`src/inc/ifra_pkg.sv`:
```
// Package: register map, field layout and carrier types for the access engine
package ifra_pkg;

  // ****************************************
  // Register map
  // ****************************************
  localparam logic [11:0] IFRA_DATA_OFFSET = 12'h1ac;
  localparam logic [11:0] IFRA_CMD_OFFSET = 12'h1b0;
  localparam logic [31:0] IFRA_DATA_RESET = 32'h00000000;
  localparam logic [31:0] IFRA_CMD_RESET = 32'h00000000;

  // ****************************************
  // Command fields
  // ****************************************
  localparam int IFRA_BUSY_BIT = 31;
  localparam int IFRA_DIR_BIT = 30;
  localparam int IFRA_INC_BIT = 29;
  localparam int IFRA_DEC_BIT = 28;
  localparam int IFRA_BE_LSB = 16;
  localparam int IFRA_BE_MSB = 19;
  localparam int IFRA_ADDR_LSB = 0;
  localparam int IFRA_ADDR_MSB = 15;

  // ****************************************
  // AXI responses
  // ****************************************
  localparam logic [1:0] IFRA_RESP_OKAY = 2'h0;
  localparam logic [1:0] IFRA_RESP_SLVERR = 2'h2;

  // ****************************************
  // Carrier types
  // ****************************************
  typedef struct packed {
    logic req;
    logic read;
    logic [3:0] lanes;
    logic [15:0] index;
    logic [31:0] wdata;
  } ifra_fab_req_s;

  typedef struct packed {
    logic ack;
    logic [31:0] rdata;
  } ifra_fab_rsp_s;

  typedef enum logic [1:0] {
    IFRA_IDLE,
    IFRA_REQ,
    IFRA_DONE
  } ifra_state_e;

endpackage : ifra_pkg

```
`src/rtl/ifra_axil_slave.sv`:
```
// AXI4-Lite slave front end producing one-cycle register strobes
`timescale 1ns/1ps
module ifra_axil_slave
  import ifra_pkg::*;
(
  input wire logic aclk,
  input wire logic aresetn,
  input wire logic [11:0] s_awaddr,
  input wire logic s_awvalid,
  output logic s_awready,
  input wire logic [31:0] s_wdata,
  input wire logic [3:0] s_wstrb,
  input wire logic s_wvalid,
  output logic s_wready,
  output logic [1:0] s_bresp,
  output logic s_bvalid,
  input wire logic s_bready,
  input wire logic [11:0] s_araddr,
  input wire logic s_arvalid,
  output logic s_arready,
  output logic [31:0] s_rdata,
  output logic [1:0] s_rresp,
  output logic s_rvalid,
  input wire logic s_rready,
  output logic wr_stb,
  output logic [11:0] wr_addr,
  output logic [31:0] wr_data,
  output logic [3:0] wr_strb,
  input wire logic wr_ok,
  output logic rd_stb,
  output logic [11:0] rd_addr,
  input wire logic [31:0] rd_data,
  input wire logic rd_ok
);

  logic aw_held_reg;
  logic w_held_reg;
  logic wr_pend_reg;
  logic rd_pend_reg;

  // ****************************************
  // Write channel
  // ****************************************
  always_ff @(posedge aclk)
  begin
    if (!aresetn)
    begin
      s_awready <= 1'b0;
      s_wready <= 1'b0;
      s_bvalid <= 1'b0;
      s_bresp <= IFRA_RESP_OKAY;
      aw_held_reg <= 1'b0;
      w_held_reg <= 1'b0;
      wr_pend_reg <= 1'b0;
      wr_stb <= 1'b0;
      wr_addr <= 12'h000;
      wr_data <= 32'h00000000;
      wr_strb <= 4'h0;
    end
    else
    begin
      wr_stb <= 1'b0;
      s_awready <= !aw_held_reg && !s_awready && !s_bvalid && !wr_pend_reg;
      s_wready <= !w_held_reg && !s_wready && !s_bvalid && !wr_pend_reg;
      if (s_awvalid && s_awready)
      begin
        aw_held_reg <= 1'b1;
        wr_addr <= s_awaddr;
        s_awready <= 1'b0;
      end
      if (s_wvalid && s_wready)
      begin
        w_held_reg <= 1'b1;
        wr_data <= s_wdata;
        wr_strb <= s_wstrb;
        s_wready <= 1'b0;
      end
      if (aw_held_reg && w_held_reg && !wr_pend_reg)
      begin
        wr_stb <= 1'b1;
        wr_pend_reg <= 1'b1;
      end
      if (wr_pend_reg && !wr_stb && !s_bvalid)
      begin
        s_bvalid <= 1'b1;
        s_bresp <= wr_ok ? IFRA_RESP_OKAY : IFRA_RESP_SLVERR;
      end
      if (s_bvalid && s_bready)
      begin
        s_bvalid <= 1'b0;
        aw_held_reg <= 1'b0;
        w_held_reg <= 1'b0;
        wr_pend_reg <= 1'b0;
      end
    end
  end

  // ****************************************
  // Read channel
  // ****************************************
  always_ff @(posedge aclk)
  begin
    if (!aresetn)
    begin
      s_arready <= 1'b0;
      s_rvalid <= 1'b0;
      s_rdata <= 32'h00000000;
      s_rresp <= IFRA_RESP_OKAY;
      rd_pend_reg <= 1'b0;
      rd_stb <= 1'b0;
      rd_addr <= 12'h000;
    end
    else
    begin
      rd_stb <= 1'b0;
      s_arready <= !s_arready && !rd_pend_reg && !s_rvalid;
      if (s_arvalid && s_arready)
      begin
        rd_addr <= s_araddr;
        rd_stb <= 1'b1;
        rd_pend_reg <= 1'b1;
        s_arready <= 1'b0;
      end
      if (rd_pend_reg && !rd_stb && !s_rvalid)
      begin
        s_rvalid <= 1'b1;
        s_rdata <= rd_data;
        s_rresp <= rd_ok ? IFRA_RESP_OKAY : IFRA_RESP_SLVERR;
      end
      if (s_rvalid && s_rready)
      begin
        s_rvalid <= 1'b0;
        rd_pend_reg <= 1'b0;
      end
    end
  end

endmodule : ifra_axil_slave

```
`src/rtl/ifra_byte_merge.sv`:
```
// Byte lane gating of fabric write data
`timescale 1ns/1ps
module ifra_byte_merge
  import ifra_pkg::*;
(
  input wire logic [31:0] data_in,
  input wire logic [3:0] lanes,
  output logic [31:0] data_out,
  output logic [31:0] lane_mask
);

  genvar g;
  generate
    for (g = 0; g < 4; g++)
    begin : g_lane
      // Lane g covers bits 8g+7:8g
      assign lane_mask[8*g +: 8] = {8{lanes[g]}};
      assign data_out[8*g +: 8] = lanes[g] ? data_in[8*g +: 8] : 8'h00;
    end
  endgenerate

endmodule : ifra_byte_merge

```
`src/rtl/ifra_engine.sv`:
```
// Indirect fabric register access engine with AXI4-Lite register port
// Operation
// - Writing busy starts one fabric access
// - Busy holds during access, self clears
// - Read busy clears after data captured
// - Direction bit: zero write, one read
// - Step up: data write launches, address increments
// - Step up: data read increments, launches prefetch
// - Step down: data write launches, address decrements
// - Step down: data read decrements, launches read
// - Step up wins over step down
// - Byte lanes gate fabric write bytes
// - Lane n maps to bits 8n+7:8n
// - Target index is command bits 15:0
// - Data read returns fabric or written value
//
// Our own choice: the AXI4-Lite register port.
`timescale 1ns/1ps
module ifra_engine
  import ifra_pkg::*;
(
  input wire logic aclk,
  input wire logic aresetn,
  input wire logic [11:0] s_awaddr,
  input wire logic s_awvalid,
  output logic s_awready,
  input wire logic [31:0] s_wdata,
  input wire logic [3:0] s_wstrb,
  input wire logic s_wvalid,
  output logic s_wready,
  output logic [1:0] s_bresp,
  output logic s_bvalid,
  input wire logic s_bready,
  input wire logic [11:0] s_araddr,
  input wire logic s_arvalid,
  output logic s_arready,
  output logic [31:0] s_rdata,
  output logic [1:0] s_rresp,
  output logic s_rvalid,
  input wire logic s_rready,
  output ifra_fab_req_s fab_req,
  output logic [31:0] fab_lane_mask,
  input wire ifra_fab_rsp_s fab_rsp
);

  logic wr_stb;
  logic [11:0] wr_addr;
  logic [31:0] wr_data;
  logic [3:0] wr_strb;
  logic rd_stb;
  logic [11:0] rd_addr;
  logic [31:0] rd_data;
  logic wr_ok;
  logic rd_ok;
  logic access_in_progress_reg;
  logic access_direction_reg;
  logic address_step_up_reg;
  logic address_step_down_reg;
  logic [3:0] write_byte_lanes_reg;
  logic [15:0] target_register_index_reg;
  logic [31:0] written_data_reg;
  logic [31:0] fetched_data_reg;
  logic [31:0] merged_data;
  logic [31:0] lane_mask;
  logic [31:0] cmd_view;
  logic [31:0] wr_mask;
  logic launch;
  logic step_after_write;
  logic step_on_read;
  ifra_state_e state_reg;
  ifra_fab_req_s fab_req_reg;
  logic [31:0] fab_lane_mask_reg;

  // ****************************************
  // Bus front end
  // ****************************************
  ifra_axil_slave u_bus (
    .aclk(aclk),
    .aresetn(aresetn),
    .s_awaddr(s_awaddr),
    .s_awvalid(s_awvalid),
    .s_awready(s_awready),
    .s_wdata(s_wdata),
    .s_wstrb(s_wstrb),
    .s_wvalid(s_wvalid),
    .s_wready(s_wready),
    .s_bresp(s_bresp),
    .s_bvalid(s_bvalid),
    .s_bready(s_bready),
    .s_araddr(s_araddr),
    .s_arvalid(s_arvalid),
    .s_arready(s_arready),
    .s_rdata(s_rdata),
    .s_rresp(s_rresp),
    .s_rvalid(s_rvalid),
    .s_rready(s_rready),
    .wr_stb(wr_stb),
    .wr_addr(wr_addr),
    .wr_data(wr_data),
    .wr_strb(wr_strb),
    .wr_ok(wr_ok),
    .rd_stb(rd_stb),
    .rd_addr(rd_addr),
    .rd_data(rd_data),
    .rd_ok(rd_ok)
  );

  ifra_byte_merge u_merge (
    .data_in(written_data_reg),
    .lanes(write_byte_lanes_reg),
    .data_out(merged_data),
    .lane_mask(lane_mask)
  );

  // ****************************************
  // Decode
  // ****************************************
  always_comb
  begin
    cmd_view = 32'h00000000;
    cmd_view[IFRA_BUSY_BIT] = access_in_progress_reg;
    cmd_view[IFRA_DIR_BIT] = access_direction_reg;
    cmd_view[IFRA_INC_BIT] = address_step_up_reg;
    cmd_view[IFRA_DEC_BIT] = address_step_down_reg;
    cmd_view[IFRA_BE_MSB:IFRA_BE_LSB] = write_byte_lanes_reg;
    cmd_view[IFRA_ADDR_MSB:IFRA_ADDR_LSB] = target_register_index_reg;
  end

  always_comb
  begin
    wr_mask = {{8{wr_strb[3]}}, {8{wr_strb[2]}},
      {8{wr_strb[1]}}, {8{wr_strb[0]}}};
  end

  assign wr_ok = (wr_addr == IFRA_CMD_OFFSET) ||
    (wr_addr == IFRA_DATA_OFFSET);
  assign rd_ok = (rd_addr == IFRA_CMD_OFFSET) ||
    (rd_addr == IFRA_DATA_OFFSET);
  // Data read returns fetched value only in read direction
  assign rd_data = (rd_addr == IFRA_CMD_OFFSET) ? cmd_view :
    (rd_addr == IFRA_DATA_OFFSET) ?
    (access_direction_reg ? fetched_data_reg : written_data_reg) :
    32'h00000000;

  // Only an idle stepping data read moves the index and prefetches
  assign step_on_read = !access_in_progress_reg && rd_stb &&
    rd_addr == IFRA_DATA_OFFSET &&
    (address_step_up_reg || address_step_down_reg);

  // A fresh access starts from a busy write or a stepping data access
  always_comb
  begin
    launch = 1'b0;
    if (!access_in_progress_reg)
    begin
      if (wr_stb && wr_ok && wr_addr == IFRA_CMD_OFFSET &&
        wr_strb[3] && wr_data[IFRA_BUSY_BIT])
        launch = 1'b1;
      if (wr_stb && wr_ok && wr_addr == IFRA_DATA_OFFSET &&
        (address_step_up_reg || address_step_down_reg))
        launch = 1'b1;
      if (step_on_read)
        launch = 1'b1;
    end
  end

  // ****************************************
  // Command register
  // ****************************************
  always_ff @(posedge aclk)
  begin
    if (!aresetn)
    begin
      access_direction_reg <= IFRA_CMD_RESET[IFRA_DIR_BIT];
      address_step_up_reg <= IFRA_CMD_RESET[IFRA_INC_BIT];
      address_step_down_reg <= IFRA_CMD_RESET[IFRA_DEC_BIT];
      write_byte_lanes_reg <= IFRA_CMD_RESET[IFRA_BE_MSB:IFRA_BE_LSB];
      target_register_index_reg <=
        IFRA_CMD_RESET[IFRA_ADDR_MSB:IFRA_ADDR_LSB];
      step_after_write <= 1'b0;
    end
    else
    begin
      // Fields frozen while an access is under way
      if (wr_stb && wr_addr == IFRA_CMD_OFFSET && !access_in_progress_reg)
      begin
        if (wr_strb[3])
        begin
          access_direction_reg <= wr_data[IFRA_DIR_BIT];
          address_step_up_reg <= wr_data[IFRA_INC_BIT];
          address_step_down_reg <= wr_data[IFRA_DEC_BIT];
        end
        if (wr_strb[2])
          write_byte_lanes_reg <= wr_data[IFRA_BE_MSB:IFRA_BE_LSB];
        target_register_index_reg <= (target_register_index_reg &
          ~wr_mask[IFRA_ADDR_MSB:IFRA_ADDR_LSB]) |
          (wr_data[IFRA_ADDR_MSB:IFRA_ADDR_LSB] &
          wr_mask[IFRA_ADDR_MSB:IFRA_ADDR_LSB]);
      end
      // Read stepping moves the index before the prefetch
      if (step_on_read)
      begin
        if (address_step_up_reg)
          target_register_index_reg <= target_register_index_reg + 16'h0001;
        else
          target_register_index_reg <= target_register_index_reg - 16'h0001;
      end
      if (launch && wr_stb && wr_addr == IFRA_DATA_OFFSET)
        step_after_write <= 1'b1;
      // Write stepping moves the index after completion
      if (state_reg == IFRA_DONE && step_after_write)
      begin
        step_after_write <= 1'b0;
        if (address_step_up_reg)
          target_register_index_reg <= target_register_index_reg + 16'h0001;
        else if (address_step_down_reg)
          target_register_index_reg <= target_register_index_reg - 16'h0001;
      end
    end
  end

  // ****************************************
  // Data register
  // ****************************************
  always_ff @(posedge aclk)
  begin
    if (!aresetn)
      written_data_reg <= IFRA_DATA_RESET;
    else if (wr_stb && wr_addr == IFRA_DATA_OFFSET && !access_in_progress_reg)
      written_data_reg <= (written_data_reg & ~wr_mask) | (wr_data & wr_mask);
  end

  always_ff @(posedge aclk)
  begin
    if (!aresetn)
      fetched_data_reg <= IFRA_DATA_RESET;
    else if (state_reg == IFRA_REQ && fab_rsp.ack && fab_req_reg.read)
      fetched_data_reg <= fab_rsp.rdata;
  end

  // ****************************************
  // Fabric access sequencer
  // ****************************************
  always_ff @(posedge aclk)
  begin
    if (!aresetn)
    begin
      state_reg <= IFRA_IDLE;
      access_in_progress_reg <= 1'b0;
      fab_req_reg <= '0;
      fab_lane_mask_reg <= 32'h00000000;
    end
    else
    begin
      case (state_reg)
        IFRA_IDLE:
        begin
          if (launch)
          begin
            state_reg <= IFRA_REQ;
            access_in_progress_reg <= 1'b1;
          end
        end
        IFRA_REQ:
        begin
          // Present request from settled command fields
          fab_req_reg.req <= 1'b1;
          fab_req_reg.read <= access_direction_reg;
          fab_req_reg.index <= target_register_index_reg;
          fab_req_reg.lanes <= write_byte_lanes_reg;
          fab_req_reg.wdata <= merged_data;
          fab_lane_mask_reg <= lane_mask;
          if (fab_req_reg.req && fab_rsp.ack)
          begin
            fab_req_reg.req <= 1'b0;
            state_reg <= IFRA_DONE;
          end
        end
        IFRA_DONE:
        begin
          // Data already captured, busy drops now
          access_in_progress_reg <= 1'b0;
          state_reg <= IFRA_IDLE;
        end
        default:
          state_reg <= IFRA_IDLE;
      endcase
    end
  end

  assign fab_req = fab_req_reg;
  assign fab_lane_mask = fab_lane_mask_reg;

  // ****************************************
  // Checks
  // ****************************************
  a_busy_on_launch: assert property (@(posedge aclk)
    disable iff (!aresetn) launch |=> access_in_progress_reg)
    else $error("busy not set after launch");
  a_busy_until_ack: assert property (@(posedge aclk)
    disable iff (!aresetn)
    (fab_req.req && !fab_rsp.ack) |=> access_in_progress_reg)
    else $error("busy dropped before acknowledge");
  a_busy_clear_done: assert property (@(posedge aclk)
    disable iff (!aresetn)
    (fab_req.req && fab_rsp.ack) |=> ##1 !access_in_progress_reg)
    else $error("busy not cleared after completion");
  a_read_data_ready: assert property (@(posedge aclk)
    disable iff (!aresetn) (fab_req.req && fab_rsp.ack && fab_req.read)
    |=> fetched_data_reg == $past(fab_rsp.rdata))
    else $error("read data not captured");
  a_req_held: assert property (@(posedge aclk)
    disable iff (!aresetn) (fab_req.req && !fab_rsp.ack)
    |=> fab_req.req && $stable(fab_req.index))
    else $error("request dropped without acknowledge");
  a_dir_follows: assert property (@(posedge aclk)
    disable iff (!aresetn)
    fab_req.req |-> fab_req.read == access_direction_reg)
    else $error("direction mismatch");
  a_lanes_gate: assert property (@(posedge aclk)
    disable iff (!aresetn)
    fab_req.req |-> (fab_req.wdata & ~fab_lane_mask) == 32'h00000000)
    else $error("disabled lane carries data");
  a_step_read: assert property (@(posedge aclk)
    disable iff (!aresetn) (step_on_read && address_step_up_reg) |=>
    target_register_index_reg == $past(target_register_index_reg) + 16'h0001)
    else $error("read step up missing");
  a_step_down_rd: assert property (@(posedge aclk)
    disable iff (!aresetn) (step_on_read && !address_step_up_reg) |=>
    target_register_index_reg == $past(target_register_index_reg) - 16'h0001)
    else $error("read step down missing");
  c_read_access: cover property (@(posedge aclk)
    fab_req.req && fab_rsp.ack && fab_req.read);
  c_write_access: cover property (@(posedge aclk)
    fab_req.req && fab_rsp.ack && !fab_req.read);
  c_step_launch: cover property (@(posedge aclk) step_on_read);

endmodule : ifra_engine

```
`config.mk`:
```
export PLATFORM = sky130hd
export DESIGN_NAME = ifra_engine
export DESIGN_NICKNAME = d
export VERILOG_FILES = /design/src/inc/ifra_pkg.sv /design/src/rtl/ifra_axil_slave.sv /design/src/rtl/ifra_byte_merge.sv /design/src/rtl/ifra_engine.sv
export SDC_FILE = /design/constraint.sdc
export NUM_CORES = 1
export LEC_CHECK = 0
export BUFFER_PORTS_ARGS = -buffer_cell sky130_fd_sc_hd__buf_2
export CORE_ASPECT_RATIO = 1.1
export CORE_UTILIZATION = 56
export DETAILED_ROUTE_END_ITERATION = 7
export PLACE_DENSITY = 0.8
export RECOVER_POWER = 25
export SYNTH_ARGS = -nofsm -noshare
export SYNTH_HDL_FRONTEND = slang
export SYNTH_HIERARCHICAL = 1
export SYNTH_SLANG_ARGS = --single-unit
```
`constraint.sdc`:
```
create_clock -name aclk -period 3.1 [get_ports aclk]
set_input_delay 0.155 -clock aclk [delete_from_list [all_inputs] [get_ports aclk]]
set_output_delay 0.155 -clock aclk [all_outputs]
set_load 0.01 [all_outputs]
```
==> impl_metrics.ini <==
[run_status]
outcome = finished, violations left
violations = max-capacitance violations, max-slew violations

[clock_tree]
cts_tree = built
clk_latency_ns = 0.55
cts_hold_buf = 95
cts_root_buf = clkbuf_16
clk_pin_slew_ns = 0.06
clk_path_buf_depth = 3
cts_buffers = 29
clock_sinks = 282
cts_resized = 0
cts_setup_buffers = 0
h-tree-depth = 1

[global_route]
antenna_found_initial = 0
grt_overflow = 0
grt_pass1_wl_um = 57700
grt_max_degree = 86
grt_usage = 0.315
grt_pass1_vias = 11100

[routing]
wl_met3_um = 2810
dr.pass1.iters = 5
wl_um = 36700
route.met2.wl_um = 16400
drc = 0
routed_via_density = 5.65
ant_nets = 0
vias = 11700
top_layer_used = met4
routedWlPerCell_um = 17.7
wl_met1_um = 16000
drt_iter0_markers = 934

[hold_path]
hold-path-endpoint = u_bus/wr_addr[6]
hp-start = s_awvalid
holdCritPathClass = in -> reg
hold_depth = 3

[finish]
fill_cells = 1741
drive_gt1_frac = 0.154
final_nets = 1858
final_cell_mix = 418 x nand2_1, 280 x dfxtp_1, 225 x a21oi_1
n_antenna_cell = 0
area_delta_synth_final_pct = 21.0
layout_commonest_cell = nand2_1

[floorplanning]
die_w_um = 145
fp-row-count = 57
io_pins = 227
fp.dieH_um = 159
initial_core_util = 0.569
design.die.area_mm2 = 0.0230
core_area_mm2 = 0.0220

[power_and_ir_drop]
peakVddDrop_uv = 379
p_leak_nw = 5.40
p_per_area_mw_per_mm2 = 509

[sta]
maxSlewHeadroom = -0.427
hold_violations = 0
fin_crit_ns = 2.42
timing.hold.ws_ns = 0.104
finalCritPeriodShare = 0.781
setup-tns-final_ns = 0
finalSetupViolations = 0
worstMarginPinSlew_ns = 2.14
drv_slew = 64
layout_setup_ws_ns = 0.678
rsz0062_at_grt = false
skew_ns = 0.0157
max_freq_mhz = 413

[placement]
gp_congestion = 0.892
dpl_worst_slack_ns = 0.702
dp_hpwl_um = 22200
port_buffers = 224

[synthesis]
synth_top_family_by_area = simple AND/OR/NAND/NOR gates
synthAdderAreaFrac = 0.00200
synthTopCellsByArea = dfxtp_1 45%, nand2_1 13%, a21oi_1 9.0%
syn-cell-area_mm2 = 0.0125
synth-edff-count = 0
yosys-mux-area-fraction = 0.0632
synth_area_leader_cell = dfxtp_1
synth.top_cell.area_share = 0.450
synth.avg_cell_area_um2 = 8.11
synth_cell_types = 69
yosys_warnings = 6
synth_seq_cells = 282
synthXorXnorAreaFrac = 0.0126
seq_area_frac_synth = 0.450
syn-instance-count = 1546
yosys.area_share.simple = 0.225
async_flop_share = 0
synth_ff_type = dfxtp_1
synth-compound-area-share = 0.177

[critical_path]
r2r_start = u_bus/wr_addr[11]
cp-start-kind = flop
cp-end-kind = flop
rrSetupSlack_ns = 0.68
ff2ff_path_depth = 6
cp_data_required_time_ns = 3.57
rr_endpoint = target_register_index_reg[3]
cp_max_fo = 6
critPathArrivalTime_ns = 2.89
path_class = reg -> reg

[flow_run]
cap_violations = 1
[metrics by stage]
stage,instances,area (µm²),power (mW),util
2_1_floorplan,1547,12500,4.06,-
3_3_place_gp,1925,13400,4.18,0.608
3_5_place_dp,1925,13400,4.19,0.608
4_1_cts,2073,15300,7.73,0.694
5_1_grt,2073,15200,7.96,0.688
6_report,2073,15200,7.73,0.688
[final cells by class]
type                            count  area [µm²]  area share
Clock buffer                       42         845      0.0557
Clock inverter                     11         114     0.00751
Inverter                           10        40.0     0.00264
Multi-Input combinational cell   1094        6030       0.397
Sequential cell                   282        5650       0.372
Tap cell                          295         369      0.0243
Timing Repair Buffer              339        2130       0.140
[layer usage]
layer	vias up	track usage
met4	0	0.144
met3	106	0.0591
li1	5594	-
met5	-	0
met1	5465	0.418
met2	540	0.494
[power breakdown]
| group | total, mW | internal [mW] | switching (mW) | leakage (nW) |
|---|---|---|---|---|
| logic | 0.472 | 0.234 | 0.238 | 2.65 |
| clock network | 3.50 | 2.05 | 1.45 | 0.471 |
| registers | 3.75 | 3.68 | 0.0779 | 2.28 |
| total | 7.73 | 5.96 | 1.77 | 5.40 |
[how the worst max path moves through the flow]
stage                     slack (ns)                             to                    startpoint
after global placement          0.72   target_register_index_reg[3]             u_bus/wr_addr[11]
final                           0.68   target_register_index_reg[3]             u_bus/wr_addr[11]
after detailed placement        0.70  target_register_index_reg[10]  target_register_index_reg[0]
after global routing            0.51  target_register_index_reg[10]  target_register_index_reg[0]
after CTS                       0.69   target_register_index_reg[3]             u_bus/wr_addr[11]
after floorplan                 0.81  target_register_index_reg[10]  target_register_index_reg[1]
[cells in the mapped netlist, types with 9 or more instances]
library cell	count
nor2_1	32
buf_4	37
dfxtp_1	282
buf_2	36
buf_1	9
inv_1	9
a21bo_2	60
nor4_1	9
clkbuf_1	72
o22ai_1	11
nor3_1	10
o21ai_0	31
a21oi_1	225
and2_1	41
xor2_1	12
mux2i_1	78
nand2_1	419
nand3_1	73
[cells by family after synthesis]
| group | count (synthesis) |
|---|---|
| other | 1 |
| flip-flops | 282 |
| AND/OR/NAND/NOR | 634 |
| AO/OA/AOI/OAI | 359 |
| buffers and inverters | 171 |
| adder cells (fa/ha/maj) | 2 |
| XOR/XNOR | 18 |
| multiplexers | 79 |
[worst max-delay path, stage by stage (launching register included)]
cell and delay, ns:
dfxtp_1 0.31, or4b_1 0.56, or3_1 0.45, nor3_4 0.36, and3_1 0.30, o2bb2a_1 0.23, a21oi_1 0.13
(Power assumes the default switching activity.)
